===== src/twroc_pkg.sv =====
// constants and carrier types of the tag word read output control block
package twroc_pkg;
	// clock rate and documented off-delay / blink times
	localparam int unsigned CLK_KHZ      = 200000;
	localparam int unsigned OFF_DLY0_MS  = 10;
	localparam int unsigned OFF_DLY1_MS  = 50;
	localparam int unsigned OFF_DLY2_MS  = 500;
	localparam int unsigned BLINK_MS     = 250;
	localparam int unsigned CNT_W        = 27;
	localparam int unsigned INIT_CYC     = 3;
	// leading address limits per carrier kind
	localparam logic [7:0]  ADDR_LIM_RAM = 8'hFF;
	localparam logic [7:0]  ADDR_LIM_ROM = 8'hFC;
	// error code bit positions
	localparam int unsigned ERR_XMIT     = 0;
	localparam int unsigned ERR_NOCAR    = 2;
	localparam int unsigned ERR_ADDR     = 3;
	localparam int unsigned ERR_WORD     = 5;
	localparam int unsigned ERR_HW       = 7;
	// wiring-saving reserved words
	localparam logic [15:0] WORD_CTRL    = 16'h0000;
	localparam logic [15:0] WORD_ERR     = 16'hFFFF;
	// register indices and reset values
	localparam logic [3:0]  REG_STATUS   = 4'h0;
	localparam logic [3:0]  REG_WORD     = 4'h1;
	localparam logic [3:0]  REG_ERRCODE  = 4'h2;
	localparam logic [3:0]  REG_CFG      = 4'h3;
	localparam logic        CFG_ROM_RST  = 1'b0;
	localparam int unsigned CFG_ROM_BIT  = 0;

	// byte fetch request towards the carrier front end
	typedef struct packed {
		logic        valid;
		logic [15:0] addr;
	} twroc_req_s;

	// byte fetch answer from the carrier front end
	typedef struct packed {
		logic       done;
		logic       fail;
		logic [7:0] data;
	} twroc_rsp_s;

	typedef enum logic [2:0] {
		ST_INIT,
		ST_IDLE,
		ST_BYTE0,
		ST_BYTE1
	} twroc_state_e;
endpackage : twroc_pkg


===== src/twroc_top.sv =====
// tag word read output control: carrier fetch, hold, off-delay and indicators
// Operation
// mode switches captured once after power-up
// fetch two bytes, leading then next address
// left switch upper digit, right lower
// leading address 00-FF, eeprom limit FC
// auto mode reads arriving carrier unprompted
// auto rearms on departure or suppress release
// requested mode idles until read request
// request without carrier flags missing-carrier error
// off-delay governs data, done, strobe, error, parity
// hold while carrier present, then timer
// three selectable delays, clear on expiry
// suppress or new request clears at once
// standard mode: data, done, error lines
// standard mode error code on data lines
// error code lines cleared after off-delay
// wiring-saving mode uses data lines plus strobe
// host wires thirteen lines plus strobe
// green indicators hold last read word
// red indicators flash code until next read
// parity high when odd lines set
// wiring-saving reserves 0000 and FFFF words
// one error bit per fault kind
// good-completion line follows data timing
// leading byte forms upper half
//
// Added by the designer: the strobed register port and the register offsets.
`timescale 1ns/100ps
`default_nettype none

// three-stage input synchroniser, change taken when stages two and three agree
module twroc_sync3 #(
	parameter int unsigned W = 1
) (
	input  wire logic         clk_i,
	input  wire logic         nrst_i,
	input  wire logic [W-1:0] d_i,
	output logic      [W-1:0] q_o
);
	logic [W-1:0] s1_q, s2_q, s3_q;

	// shift chain plus agreement filter
	always_ff @(posedge clk_i) begin
		if (!nrst_i) begin
			s1_q <= '0;
			s2_q <= '0;
			s3_q <= '0;
			q_o  <= '0;
		end else begin
			s1_q <= d_i;
			s2_q <= s1_q;
			s3_q <= s2_q;
			q_o  <= (s2_q & s3_q) | (q_o & (s2_q ^ s3_q));
		end
	end
endmodule : twroc_sync3

module twroc_top #(
	parameter int unsigned DLY0_CYC  = twroc_pkg::OFF_DLY0_MS * twroc_pkg::CLK_KHZ,
	parameter int unsigned DLY1_CYC  = twroc_pkg::OFF_DLY1_MS * twroc_pkg::CLK_KHZ,
	parameter int unsigned DLY2_CYC  = twroc_pkg::OFF_DLY2_MS * twroc_pkg::CLK_KHZ,
	parameter int unsigned BLINK_CYC = twroc_pkg::BLINK_MS * twroc_pkg::CLK_KHZ
) (
	input  wire logic                   clk_i,
	input  wire logic                   nrst_i,
	input  wire logic [3:0]             addr_sw_hi_i,
	input  wire logic [3:0]             addr_sw_lo_i,
	input  wire logic                   access_auto_sw_i,
	input  wire logic [1:0]             off_delay_sw_i,
	input  wire logic                   out_mode2_sw_i,
	input  wire logic                   carrier_present_i,
	input  wire logic                   suppress_i,
	input  wire logic                   read_request_in_i,
	output twroc_pkg::twroc_req_s       car_req_o,
	input  wire twroc_pkg::twroc_rsp_s  car_rsp_i,
	output logic [15:0]                 carrier_word_lines_o,
	output logic                        good_done_o,
	output logic                        error_o,
	output logic                        read_done_pulse_o,
	output logic                        parity_o,
	output logic [15:0]                 green_led_o,
	output logic [7:0]                  red_led_o,
	input  wire logic [3:0]             reg_addr_i,
	input  wire logic [15:0]            reg_wdata_i,
	input  wire logic                   reg_we_i,
	input  wire logic                   reg_re_i,
	output logic [15:0]                 reg_rdata_o
);
	localparam int unsigned CW = twroc_pkg::CNT_W;

	logic [11:0]             sw_q;
	logic                    carr, sup, req_in;
	logic                    sup_p_q, req_p_q;
	logic                    sup_rise, sup_fall, req_rise, clear_now;
	twroc_pkg::twroc_state_e st_q;
	logic [2:0]              init_q;
	logic                    auto_q, mode2_q, sw_bad_q;
	logic [1:0]              dly_sel_q;
	logic                    armed_q;
	logic [7:0]              lead_q, hi_q, lim;
	logic                    res_v_q;
	logic [15:0]             res_word_q;
	logic [7:0]              res_code_q, red_code_q;
	logic                    act_q;
	logic [CW-1:0]           cnt_q, dly_load;
	logic [CW-1:0]           blink_cnt_q;
	logic                    blink_q;
	logic                    cfg_rom_q;
	logic                    start;

	// pins into the clock domain
	twroc_sync3 #(.W(15)) u_sync (
		.clk_i  (clk_i),
		.nrst_i (nrst_i),
		.d_i    ({addr_sw_hi_i, addr_sw_lo_i, access_auto_sw_i, off_delay_sw_i,
			out_mode2_sw_i, carrier_present_i, suppress_i, read_request_in_i}),
		.q_o    ({sw_q[7:0], sw_q[10], sw_q[9:8], sw_q[11], carr, sup, req_in})
	);

	// edge history of suppress and request
	always_ff @(posedge clk_i) begin
		if (!nrst_i) begin
			sup_p_q <= 1'b0;
			req_p_q <= 1'b0;
		end else begin
			sup_p_q <= sup;
			req_p_q <= req_in;
		end
	end

	assign sup_rise  = sup & ~sup_p_q;
	assign sup_fall  = ~sup & sup_p_q;
	assign req_rise  = req_in & ~req_p_q;
	assign clear_now = (st_q != twroc_pkg::ST_INIT)
		& ((auto_q & sup_rise) | (~auto_q & req_rise));
	assign lim       = cfg_rom_q ? twroc_pkg::ADDR_LIM_ROM : twroc_pkg::ADDR_LIM_RAM;
	assign start     = (st_q == twroc_pkg::ST_IDLE) & ~sw_bad_q
		& ((auto_q & armed_q & carr & ~sup) | (~auto_q & req_rise & carr));

	// fetch request is a level while a byte is outstanding
	always_comb begin
		car_req_o.valid = (st_q == twroc_pkg::ST_BYTE0) | (st_q == twroc_pkg::ST_BYTE1);
		car_req_o.addr  = (st_q == twroc_pkg::ST_BYTE1) ? 16'(lead_q) + 16'h0001
			: 16'(lead_q);
	end

	// read sequencer, power-up capture and result
	always_ff @(posedge clk_i) begin
		if (!nrst_i) begin
			st_q       <= twroc_pkg::ST_INIT;
			init_q     <= 3'h0;
			auto_q     <= 1'b0;
			mode2_q    <= 1'b0;
			dly_sel_q  <= 2'h0;
			sw_bad_q   <= 1'b0;
			lead_q     <= 8'h00;
			hi_q       <= 8'h00;
			res_v_q    <= 1'b0;
			res_word_q <= 16'h0000;
			res_code_q <= 8'h00;
			red_code_q <= 8'h00;
		end else begin
			res_v_q <= 1'b0;
			case (st_q)
				twroc_pkg::ST_INIT: begin
					init_q <= init_q + 3'h1;
					if (init_q == 3'(twroc_pkg::INIT_CYC) + 3'h1) begin
						// switches settle through the synchroniser first
						auto_q    <= sw_q[10];
						dly_sel_q <= sw_q[9:8];
						mode2_q   <= sw_q[11];
						sw_bad_q  <= (sw_q[9:8] == 2'h3);
						st_q      <= twroc_pkg::ST_IDLE;
						if (sw_q[9:8] == 2'h3) begin
							res_v_q    <= 1'b1;
							res_code_q <= 8'h01 << twroc_pkg::ERR_HW;
							red_code_q <= 8'h01 << twroc_pkg::ERR_HW;
						end
					end
				end
				twroc_pkg::ST_IDLE: begin
					if (start) begin
						lead_q     <= sw_q[7:0];
						red_code_q <= 8'h00;
						if (sw_q[7:0] > lim) begin
							res_v_q    <= 1'b1;
							res_code_q <= 8'h01 << twroc_pkg::ERR_ADDR;
							red_code_q <= 8'h01 << twroc_pkg::ERR_ADDR;
						end else begin
							st_q <= twroc_pkg::ST_BYTE0;
						end
					end else if (~auto_q & req_rise & ~carr & ~sw_bad_q) begin
						res_v_q    <= 1'b1;
						res_code_q <= 8'h01 << twroc_pkg::ERR_NOCAR;
						red_code_q <= 8'h01 << twroc_pkg::ERR_NOCAR;
					end
				end
				twroc_pkg::ST_BYTE0: begin
					if (car_rsp_i.done) begin
						hi_q <= car_rsp_i.data;
						st_q <= car_rsp_i.fail ? twroc_pkg::ST_IDLE : twroc_pkg::ST_BYTE1;
						if (car_rsp_i.fail) begin
							res_v_q    <= 1'b1;
							res_code_q <= 8'h01 << twroc_pkg::ERR_XMIT;
							red_code_q <= 8'h01 << twroc_pkg::ERR_XMIT;
						end
					end
				end
				twroc_pkg::ST_BYTE1: begin
					if (car_rsp_i.done) begin
						st_q       <= twroc_pkg::ST_IDLE;
						res_v_q    <= 1'b1;
						res_word_q <= {hi_q, car_rsp_i.data};
						res_code_q <= 8'h00;
						if (car_rsp_i.fail) begin
							res_code_q <= 8'h01 << twroc_pkg::ERR_XMIT;
							red_code_q <= 8'h01 << twroc_pkg::ERR_XMIT;
						end else if (mode2_q & (({hi_q, car_rsp_i.data} == twroc_pkg::WORD_CTRL)
							| ({hi_q, car_rsp_i.data} == twroc_pkg::WORD_ERR))) begin
							res_code_q <= 8'h01 << twroc_pkg::ERR_WORD;
							red_code_q <= 8'h01 << twroc_pkg::ERR_WORD;
						end
					end
				end
				default: begin
					st_q <= twroc_pkg::ST_IDLE;
				end
			endcase
		end
	end

	// auto-mode rearm after departure or suppress release
	always_ff @(posedge clk_i) begin
		if (!nrst_i) begin
			armed_q <= 1'b1;
		end else if (start) begin
			armed_q <= 1'b0;
		end else if (~carr | sup_fall) begin
			armed_q <= 1'b1;
		end
	end

	// off-delay reload value from captured switch
	always_comb begin
		case (dly_sel_q)
			2'h0:    dly_load = CW'(DLY0_CYC - 1);
			2'h1:    dly_load = CW'(DLY1_CYC - 1);
			default: dly_load = CW'(DLY2_CYC - 1);
		endcase
	end

	// governed outputs: present, hold, off-delay, forced clear
	always_ff @(posedge clk_i) begin
		if (!nrst_i) begin
			act_q                <= 1'b0;
			cnt_q                <= '0;
			carrier_word_lines_o <= 16'h0000;
			good_done_o          <= 1'b0;
			error_o              <= 1'b0;
			read_done_pulse_o    <= 1'b0;
			parity_o             <= 1'b0;
			green_led_o          <= 16'h0000;
		end else if (clear_now) begin
			act_q                <= 1'b0;
			carrier_word_lines_o <= 16'h0000;
			good_done_o          <= 1'b0;
			error_o              <= 1'b0;
			read_done_pulse_o    <= 1'b0;
			parity_o             <= 1'b0;
		end else if (res_v_q) begin
			act_q             <= 1'b1;
			cnt_q             <= dly_load;
			error_o           <= (res_code_q != 8'h00);
			good_done_o       <= ~mode2_q & (res_code_q == 8'h00);
			read_done_pulse_o <= mode2_q;
			if (res_code_q == 8'h00) begin
				carrier_word_lines_o <= res_word_q;
				parity_o             <= ^res_word_q;
				green_led_o          <= res_word_q;
			end else if (mode2_q) begin
				carrier_word_lines_o <= twroc_pkg::WORD_ERR;
				parity_o             <= ^twroc_pkg::WORD_ERR;
			end else begin
				carrier_word_lines_o <= {8'h00, res_code_q};
				parity_o             <= ^res_code_q;
			end
		end else if (act_q) begin
			if (carr) begin
				cnt_q <= dly_load;
			end else if (cnt_q != '0) begin
				cnt_q <= cnt_q - CW'(1);
			end else begin
				act_q                <= 1'b0;
				carrier_word_lines_o <= 16'h0000;
				good_done_o          <= 1'b0;
				error_o              <= 1'b0;
				read_done_pulse_o    <= 1'b0;
				parity_o             <= 1'b0;
			end
		end
	end

	// red indicator blink divider
	always_ff @(posedge clk_i) begin
		if (!nrst_i) begin
			blink_cnt_q <= '0;
			blink_q     <= 1'b0;
		end else if (blink_cnt_q == CW'(BLINK_CYC - 1)) begin
			blink_cnt_q <= '0;
			blink_q     <= ~blink_q;
		end else begin
			blink_cnt_q <= blink_cnt_q + CW'(1);
		end
	end

	assign red_led_o = blink_q ? red_code_q : 8'h00;

	// register port: cfg write, status reads
	always_ff @(posedge clk_i) begin
		if (!nrst_i) begin
			cfg_rom_q   <= twroc_pkg::CFG_ROM_RST;
			reg_rdata_o <= 16'h0000;
		end else begin
			if (reg_we_i && reg_addr_i == twroc_pkg::REG_CFG) begin
				cfg_rom_q <= reg_wdata_i[twroc_pkg::CFG_ROM_BIT];
			end
			reg_rdata_o <= 16'h0000;
			if (reg_re_i) begin
				case (reg_addr_i)
					twroc_pkg::REG_STATUS:  reg_rdata_o <= {5'h00, sw_bad_q, dly_sel_q,
						mode2_q, auto_q, armed_q, carr, act_q, 3'(st_q)};
					twroc_pkg::REG_WORD:    reg_rdata_o <= res_word_q;
					twroc_pkg::REG_ERRCODE: reg_rdata_o <= {8'h00, red_code_q};
					twroc_pkg::REG_CFG:     reg_rdata_o <= {15'h0000, cfg_rom_q};
					default:                reg_rdata_o <= 16'h0000;
				endcase
			end
		end
	end
endmodule : twroc_top
`default_nettype wire


===== config.mk =====
export PLATFORM = sky130hd
export DESIGN_NAME = twroc_top
export DESIGN_NICKNAME = d
export VERILOG_FILES = /design/src/twroc_pkg.sv /design/src/twroc_top.sv
export SDC_FILE = /design/constraint.sdc
export NUM_CORES = 1
export LEC_CHECK = 0
export BUFFER_PORTS_ARGS = -buffer_cell sky130_fd_sc_hd__clkbuf_2
export CAP_MARGIN = 10
export CORE_UTILIZATION = 40
export CTS_CLUSTER_DIAMETER = 80
export DETAILED_ROUTE_END_ITERATION = 7
export PLACE_DENSITY = 0.64
export SYNTH_ARGS = -nofsm -noshare
export SYNTH_HDL_FRONTEND = slang
export SYNTH_SLANG_ARGS = --single-unit

===== constraint.sdc =====
create_clock -name clk_i -period 6.15 [get_ports clk_i]
set_clock_uncertainty 0.15 [all_clocks]
set_input_delay 0.3075 -clock clk_i [delete_from_list [all_inputs] [get_ports clk_i]]
set_output_delay 0.3075 -clock clk_i [all_outputs]
set_load 0.005 [all_outputs]

==> results of run 1 <==
## logic make-up after synthesis
logic type	Yosys count	share of synthesized area
AO/OA/AOI/OAI	204	0.132
adder cells (fa/ha/maj)	26	0.0345
AND/OR/NAND/NOR	456	0.237
XOR/XNOR	54	0.0502
other	1	0.000398
buffers and inverters	83	0.0391
multiplexers	26	0.0292
flip-flops	225	0.478
## path summary, 6_finish.rpt
kind	to	from	slack [ns]	cells past startpoint
worst max-delay path	cnt_q[24]	st_q[0]	2.77	8
worst min-delay path	hi_q[5]	car_rsp_i[9]	0.06	3
worst max register to register	cnt_q[24]	st_q[0]	2.77	8
worst min register to register	u_sync.s2_q[4]	u_sync.s1_q[4]	0.28	1
## cells in the mapped netlist, drive strengths merged (21+ instances only)
| library cell | n | area share |
|---|---|---|
| clkbuf | 44 | 0.018 |
| nor2 | 118 | 0.047 |
| nand2 | 136 | 0.054 |
| nand3 | 34 | 0.018 |
| xnor2 | 34 | 0.032 |
| mux2i | 23 | 0.024 |
| o21ai | 35 | 0.019 |
| and2 | 64 | 0.043 |
| dfxtp | 225 | 0.48 |
| ha | 26 | 0.035 |
| a21oi | 110 | 0.058 |
| nor3 | 21 | 0.011 |
## area by class of cell
cell class              count  area, um2
clock buffers              36        747
clock inverters            10        129
fillers                  2242      11600
inverters                  19       71.3
multi-input cells         776       4580
flip-flops and latches    225       4500
well taps                 313        392
repair buffers            131        793
## power by group through the flow
stage / clock (mW) / sequential, mW / combinational [mW]
5_1_grt: 1.65 / 1.51 / 0.210
2_1_floorplan: 0 / 1.53 / 0.137
3_3_place_gp: 0 / 1.54 / 0.172
4_1_cts: 1.60 / 1.51 / 0.188
6_report: 1.56 / 1.51 / 0.187
3_5_place_dp: 0 / 1.54 / 0.176
## critical path, stage by stage, from the launching register on
cell	delay, ns
dfxtp_1	0.44
inv_1	0.10
ha_1	0.38
nor4b_1	0.92
nor2_1	0.25
nand2_1	0.22
o21ai_2	0.24
nand2_1	0.36
o221a_2	0.25
## placed cells by master (no fill, tap or decap), types with 5 or more instances in the layout
cell type	count
o21a_1	5
clkbuf_8	8
nor4_1	7
nand4_1	19
nand3b_1	5
clkinv_2	6
o221a_2	9
clkbuf_16	25
conb_1	10
dlygate4sd3_1	24
or3_1	7
mux2i_1	23
nor2_1	117
a22oi_1	8
a21oi_1	110
inv_1	18
ha_1	26
nor3b_1	5
and2_1	64
o21ai_0	34
xor2_1	20
or2_2	6
dfxtp_1	225
nor2b_1	7
a311oi_1	9
xnor2_1	34
nor3_1	21
and3_1	6
nand2_1	136
clkbuf_2	100
nand3_1	34
a31oi_1	7
buf_4	7
## registers in the layout, indices dropped and copies added, names as in the netlist, 2 cells and up
signal and count:
blink_cnt_q 27, cnt_q 27, carrier_word_lines_o 16, green_led_o 16, reg_rdata_o 16, res_word_q 16, u_sync.q_o 15, u_sync.s1_q 15
u_sync.s2_q 15, u_sync.s3_q 15, hi_q 8, lead_q 8, red_code_q 5, res_code_q 5, init_q 3, dly_sel_q 2
st_q 2
## per-stage QoR
stage / util / instance area (um2) / hold slack (ns)
final: 0.491 / 11200 / 0.0636
after global routing: 0.491 / 11200 / 0.0560
after CTS: 0.491 / 11200 / 0.0362
after detailed placement: 0.442 / 10100 / 0.267
after global placement: 0.442 / 10100 / 0.264
after floorplan: - / 9450 / 0.262
## repair_timing
action,4_1_cts,5_1_grt
resized for setup,0,0
hold buffers,24,0
endpoints found under the hold margin,32,0
## per-layer routing
layer,vias up,track usage
met1,3507,0.239
met2,201,0.293
met3,45,0.0262
met5,-,0
met4,0,0.0579
li1,3898,-
==> impl_metrics.yaml, run 1 <==
power_and_ir_drop:
  switching_power_mw: 0.720
  switching_share: 0.222
  internal_power_mw: 2.53
  power_density_nw_per_um2: 290
  p_total_mw: 3.25
  power_frac_comb: 0.057
  power.share.clock: 0.480
  seqPwrFrac: 0.463
  leakagePower_nw: 4.48
  ir_drop_uv: 157
timing:
  worst_slew_pin_slew_ns: 1.09
  final.setup.worst_slack_ns: 2.77
  hold_viol: 0
  final.setup.tns_ns: 0
  slew_headroom: 0.276
  slew_viol_final: 0
  max_freq_mhz: 296
  setup_viol: 0
  period_minus_slack_ns: 3.38
  post-route-period-util: 0.550
  rsz0062_at_grt: "no"
global_routing:
  globalRoute.totalOverflow: 0
  grt.total_usage: 0.178
  antenna_found_initial: 0
  grt_max_degree: 98
  first_global_vias: 7033
  grt_pass1_wl_um: 35400
status:
  run_status: "completed"
die:
  core_area_um2: 22800
  placementRows: 55
  die_w_um: 155
  pin_count: 126
  initial_core_util: 0.412
  die_y_um: 155
  dieArea_um2: 24200
synthesis:
  synth_cells: 1075
  syn_area_um2: 9420
  async_reset_ff_frac: 0
  synth_seq_area_share: 0.478
  synth_edf_count: 0
  avgSynthCellArea_um2: 8.76
  synth_flop_cell: "dfxtp_1"
  synth_cell_type_count: 66
  yosysWarnings: 0
  synth_seq_cells: 225
setup_path:
  crit_arrival_ns: 3.69
  crit_path_max_fanout: 15
  cp.required_ns: 6.46
  critPathKind: "register to register"
  crit_path_end_kind: "register"
  startpoint_type: "register"
clock_network:
  post_cts_buffers: 0
  clk_pin_slew_ns: 0.06
  cts.sinks: 225
  cts_tree: "done"
  cts_max_path_buffers: 3
  numCtsBuffers: 25
  clock_latency_ns: 0.52
  ctsRootBufferMaster: "clkbuf_16"
  htree_levels: 1
placed_design:
  pre_cts_slack_ns: 2.85
  gp_congestion: 0.837
  dp_cells: 1440
  io_buffers: 100
  hpwl_um: 14500
routing:
  first_iter_violations: 397
  via_per_inst: 5.07
  ant_nets: 0
  route.met3.wl_um: 995
  drt-met1-wl_um: 10200
  wl_met2_um: 9880
  top_layer: "met4"
  vias: 7651
  wire_per_inst_um: 14.4
  drcViolationCount: 0
  routed_wl_um: 21700
  first_pass_iters: 5
finish:
  drive_above_1_share: 0.150
  finalNonFillerCells: 1510
  nNetsFinal: 1253
  antenna_cells: 0
  area_growth_pct: 19.1
run:
  cap_violations: 0
hold_path:
  hold_class: "input port to register"
(Power assumes the default switching activity.)
==> run 2: changes to the inputs <==
Settings changed: PLACE_DENSITY 0.64 to 0.66.
Clock period 6.15 ns to 2.89 ns, I/O delays scaled along.
==> impl_metrics.yaml, run 2 (same netlist as run 1, synthesis figures left out) <==
placed_design:
  io_buffers: 100
  dp_cells: 1465
  pre_cts_slack_ns: 0.208
  hpwl_um: 14900
  gp_congestion: 0.835
timing:
  whs_ns: 0.0486
  final.setup.worst_slack_ns: 0.211
  hold_viol: 0
  slew_headroom: 0.285
  slew_viol_final: 0
  rsz0062_at_grt: "no"
  setup_viol: 0
  period_minus_slack_ns: 2.68
  max_freq_mhz: 373
  final.setup.tns_ns: 0
  worst_slew_pin_slew_ns: 1.07
  post-route-period-util: 0.927
routing:
  drcViolationCount: 0
  routed_wl_um: 21800
  via_per_inst: 5.07
  vias: 7834
  first_pass_iters: 5
  wire_per_inst_um: 14.1
  first_iter_violations: 441
  ant_nets: 0
finish:
  antenna_cells: 0
  nNetsFinal: 1289
  finalNonFillerCells: 1545
  drive_above_1_share: 0.166
  top_regs: "blink_cnt_q: 27 flops, cnt_q: 27 flops"
  area_growth_pct: 21.6
  final_common_cell: "dfxtp_1"
  final_cell_mix: "dfxtp_1 (225), nand2_1 (136), nor2_1 (117)"
  final_util: 0.501
setup_path:
  cp.required_ns: 3.14
  worstPathCellList: "or4_4, or3_4, nor4_4, o21a_1, nor3_1, a31o_1"
  worst-path-buf-inv: 0
  cp_slowest_cell: "or4_4"
  crit_path_max_fanout: 10
  startpoint_type: "register"
  critPathTopFamily: "simple AND/OR/NAND/NOR gates"
  critPathKind: "register to register"
  crit_path_end_kind: "register"
  slowest_delay_ns: 0.54
  crit_arrival_ns: 2.93
status:
  run_status: "completed"
die:
  dieArea_um2: 24200
  die_y_um: 155
  core_area_um2: 22800
  initial_core_util: 0.412
  pin_count: 126
  placementRows: 55
  die_w_um: 155
run:
  cap_violations: 0
hold_path:
  hold_class: "input port to register"
power_and_ir_drop:
  leakagePower_nw: 4.59
  ir_drop_uv: 387
  power_density_nw_per_um2: 581
global_routing:
  first_global_vias: 7099
  grt.total_usage: 0.177
  grt_max_degree: 98
  grt_pass1_wl_um: 35300
  antenna_found_initial: 0
  globalRoute.totalOverflow: 0
clock_network:
  clk_pin_slew_ns: 0.06
  numCtsBuffers: 25
  cts.sinks: 225
  clock_latency_ns: 0.53
  htree_levels: 1
  cts_tree: "done"
  ctsRootBufferMaster: "clkbuf_16"
  cts_max_path_buffers: 3
run 2: cell count changes in the layout (fill, tap and decap cells not counted):
| cell | delta |
|---|---|
| buf_4 | +24 |
| dlygate4sd3_1 | +11 |
| clkinvlp_4 | +6 |
| bufinv_16 | -3 |
| clkinv_2 | -3 |
| clkbuf_8 | -2 |
| buf_12 | +1 |
| inv_8 | +1 |
| nor4bb_1 | -1 |
| nor4bb_2 | +1 |
run 2: through the flow:
stage,area (um2),power (mW)
2_1_floorplan,9450,3.55
3_5_place_dp,10300,3.66
3_3_place_gp,10300,3.65
4_1_cts,11500,6.74
6_report,11500,6.65
5_1_grt,11500,6.91
run 2: repair_timing:
| item | 4_1_cts | 5_1_grt |
|---|---|---|
| hold endpoints to repair | 48 | 0 |
| gates resized for setup | 0 | 1 |
| setup buffers | 0 | 0 |
| hold buffers | 35 | 0 |
| endpoints found under the setup margin | 0 | 3 |
run 2: final cells by class:
class / count / area (um2)
timing repair buffer: 167 / 1100
tap: 313 / 392
multi-input combinational: 776 / 4590
inverter: 19 / 71.3
clock inverter: 11 / 80.1
fill: 2215 / 11400
clock buffer: 34 / 719
sequential: 225 / 4500
run 2: final timing paths:
kind	start	slack, ns	cells past startpoint	to
setup / recovery	cnt_q[14]	0.21	6	cnt_q[18]
hold / removal	reg_addr_i[0]	0.05	3	reg_rdata_o[10]
setup reg to reg	cnt_q[14]	0.21	6	cnt_q[18]
hold reg to reg	u_sync.s1_q[6]	0.27	1	u_sync.s2_q[6]
run 2: metal layers:
metal | vias to the layer above | share of wire | track usage
met2 | 211 | 0.44 | 0.280
li1 | 3971 | - | -
met5 | - | 0 | 0
met3 | 51 | 0.052 | 0.0270
met1 | 3601 | 0.47 | 0.240
met4 | 0 | 0.036 | 0.0742
run 2: where the power goes:
| group | total [mW] | switching (mW) | leakage (nW) | internal (mW) |
|---|---|---|---|---|
| Sequential | 3.20 | 0.0425 | 1.82 | 3.16 |
| Combinational | 0.425 | 0.238 | 2.39 | 0.188 |
| Clock | 3.02 | 1.27 | 0.378 | 1.75 |
| Total | 6.65 | 1.55 | 4.59 | 5.10 |
run 2: worst reg2reg max path, delay by kind of cell, from the launching register on:
kind / cells / cell delay (ns)
compound gates: 2 / 0.65
flops: 1 / 0.36
simple gates: 4 / 1.41
==> run 3: changes to the inputs <==
Settings changed: CORE_UTILIZATION 40 to 52, PLACE_DENSITY 0.66 to 0.81.
==> impl_metrics.yaml, run 3 (same netlist as run 1, synthesis figures left out) <==
power_and_ir_drop:
  leakagePower_nw: 4.57
  ir_drop_uv: 484
  power_density_nw_per_um2: 604
timing:
  setup_viol: 0
  rsz0062_at_grt: "no"
  post-route-period-util: 0.935
  hold_viol: 0
  whs_ns: 0.0466
  max_freq_mhz: 370
  slew_viol_final: 0
  final.setup.tns_ns: 0
  period_minus_slack_ns: 2.70
  slew_headroom: 0.279
  worst_slew_pin_slew_ns: 1.08
setup_path:
  startpoint_type: "register"
  ff2ff_setup_slack_ns: 0.19
  crit_arrival_ns: 2.95
  worstRegToRegCells: 6
  crit_path_end_kind: "register"
  r2r_end: "cnt_q[18]"
  cp.required_ns: 3.14
  critPathKind: "register to register"
  timing.rr.start: "cnt_q[13]"
  crit_path_max_fanout: 10
finish:
  register_area_um2: 4500
  final_common_cell: "dfxtp_1"
  drive_above_1_share: 0.161
  final_util: 0.647
  top_regs: "blink_cnt_q: 27 flops, cnt_q: 27 flops"
  multi_input_area_um2: 4580
  area_growth_pct: 20.0
  final_cell_mix: "dfxtp_1 (225), nand2_1 (136), nor2_1 (117)"
  nNetsFinal: 1278
  antenna_cells: 0
  n_fill_cell: 1412
routing:
  wire_per_inst_um: 14.8
  via_per_inst: 5.47
  drcViolationCount: 0
  first_iter_violations: 695
  ant_nets: 0
  vias: 7910
  first_pass_iters: 5
  routed_wl_um: 21400
die:
  initial_core_util: 0.539
  die_y_um: 137
  dieArea_um2: 18700
  core_area_um2: 17500
  placementRows: 48
  pin_count: 126
  die_w_um: 137
placed_design:
  gp_congestion: 0.868
  io_buffers: 100
  hpwl_um: 14000
global_routing:
  grt_max_degree: 98
  antenna_found_initial: 0
  globalRoute.totalOverflow: 0
  grt.total_usage: 0.229
  first_global_vias: 7201
  grt_pass1_wl_um: 34700
clock_network:
  postCtsResizedCells: 0
  ctsRootBufferMaster: "clkbuf_16"
  htree_levels: 1
  clock_latency_ns: 0.51
  cts_tree: "done"
  cts_max_path_buffers: 3
  numCtsBuffers: 24
  post_cts_buffers: 0
  clk_pin_slew_ns: 0.06
  cts.sinks: 225
status:
  run_status: "completed"
hold_path:
  holdPathEnd: "reg_rdata_o[10]"
  hold_depth: 3
  hold_class: "input port to register"
  hold_start: "reg_addr_i[0]"
run:
  cap_violations: 0
[run 3: cell count changes in the layout (fill, tap and decap cells not counted), moves of 2 or more]
| cell | before | now |
|---|---|---|
| buf_4 | 31 | 24 |
| bufinv_16 | 0 | 3 |
| clkinvlp_4 | 6 | 4 |
| dlygate4sd3_1 | 35 | 33 |
[run 3: worst max-delay path, cell delays in order (launching register included)]
cell     delay, ns
dfxtp_1       0.36
or4_4         0.56
or3_4         0.40
nor4_4        0.36
o21a_1        0.46
nor3_1        0.09
a31o_1        0.22
[run 3: timing repair]
| item | CTS | global route |
|---|---|---|
| hold endpoints to repair | 47 | 0 |
| hold buffers | 33 | 0 |
| setup endpoints to repair | 0 | 0 |
[run 3: per-stage QoR]
| stage | instances | area, um2 | setup WS [ns] | power, mW |
|---|---|---|---|---|
| after floorplan | 1084 | 9450 | 0.302 | 3.55 |
| after global placement | 1369 | 10100 | 0.258 | 3.64 |
| after global routing | 1446 | 11300 | 0.0626 | 7.06 |
| final | 1446 | 11300 | 0.189 | 6.82 |
| after detailed placement | 1369 | 10100 | 0.217 | 3.65 |
| after CTS | 1446 | 11300 | 0.212 | 6.87 |
[run 3: routing by layer]
| metal | share of wire | GRT usage |
|---|---|---|
| met4 | 0.036 | 0.0901 |
| met2 | 0.46 | 0.382 |
| met3 | 0.063 | 0.0367 |
| met5 | 0 | 0 |
| met1 | 0.44 | 0.295 |
[run 3: power by group]
group          leakage [nW]  internal [mW]  switching, mW
combinational          2.34          0.182          0.232
clock                 0.410           1.98           1.23
sequential             1.82           3.16         0.0432
total                  4.57           5.32           1.50
[run 3: layout make-up]
type | count | share of cell area
flip-flops and latches | 225 | 0.398
multi-input cells | 776 | 0.405
clock inverters | 11 | 0.0134
well taps | 225 | 0.0249
repair buffers | 157 | 0.0894
inverters | 19 | 0.00631
clock buffers | 33 | 0.0623
[run 3: worst max-delay path by stage]
stage / startpoint / to / slack (ns) / depth (start not counted)
floorplan: st_q[0] / red_code_q[7] / 0.30 / 8
global placement: cnt_q[13] / cnt_q[18] / 0.26 / 6
detailed placement: cnt_q[13] / cnt_q[18] / 0.22 / 6
CTS: cnt_q[13] / cnt_q[18] / 0.21 / 6
global route: cnt_q[13] / cnt_q[8] / 0.06 / 6
finish: cnt_q[13] / cnt_q[18] / 0.19 / 6
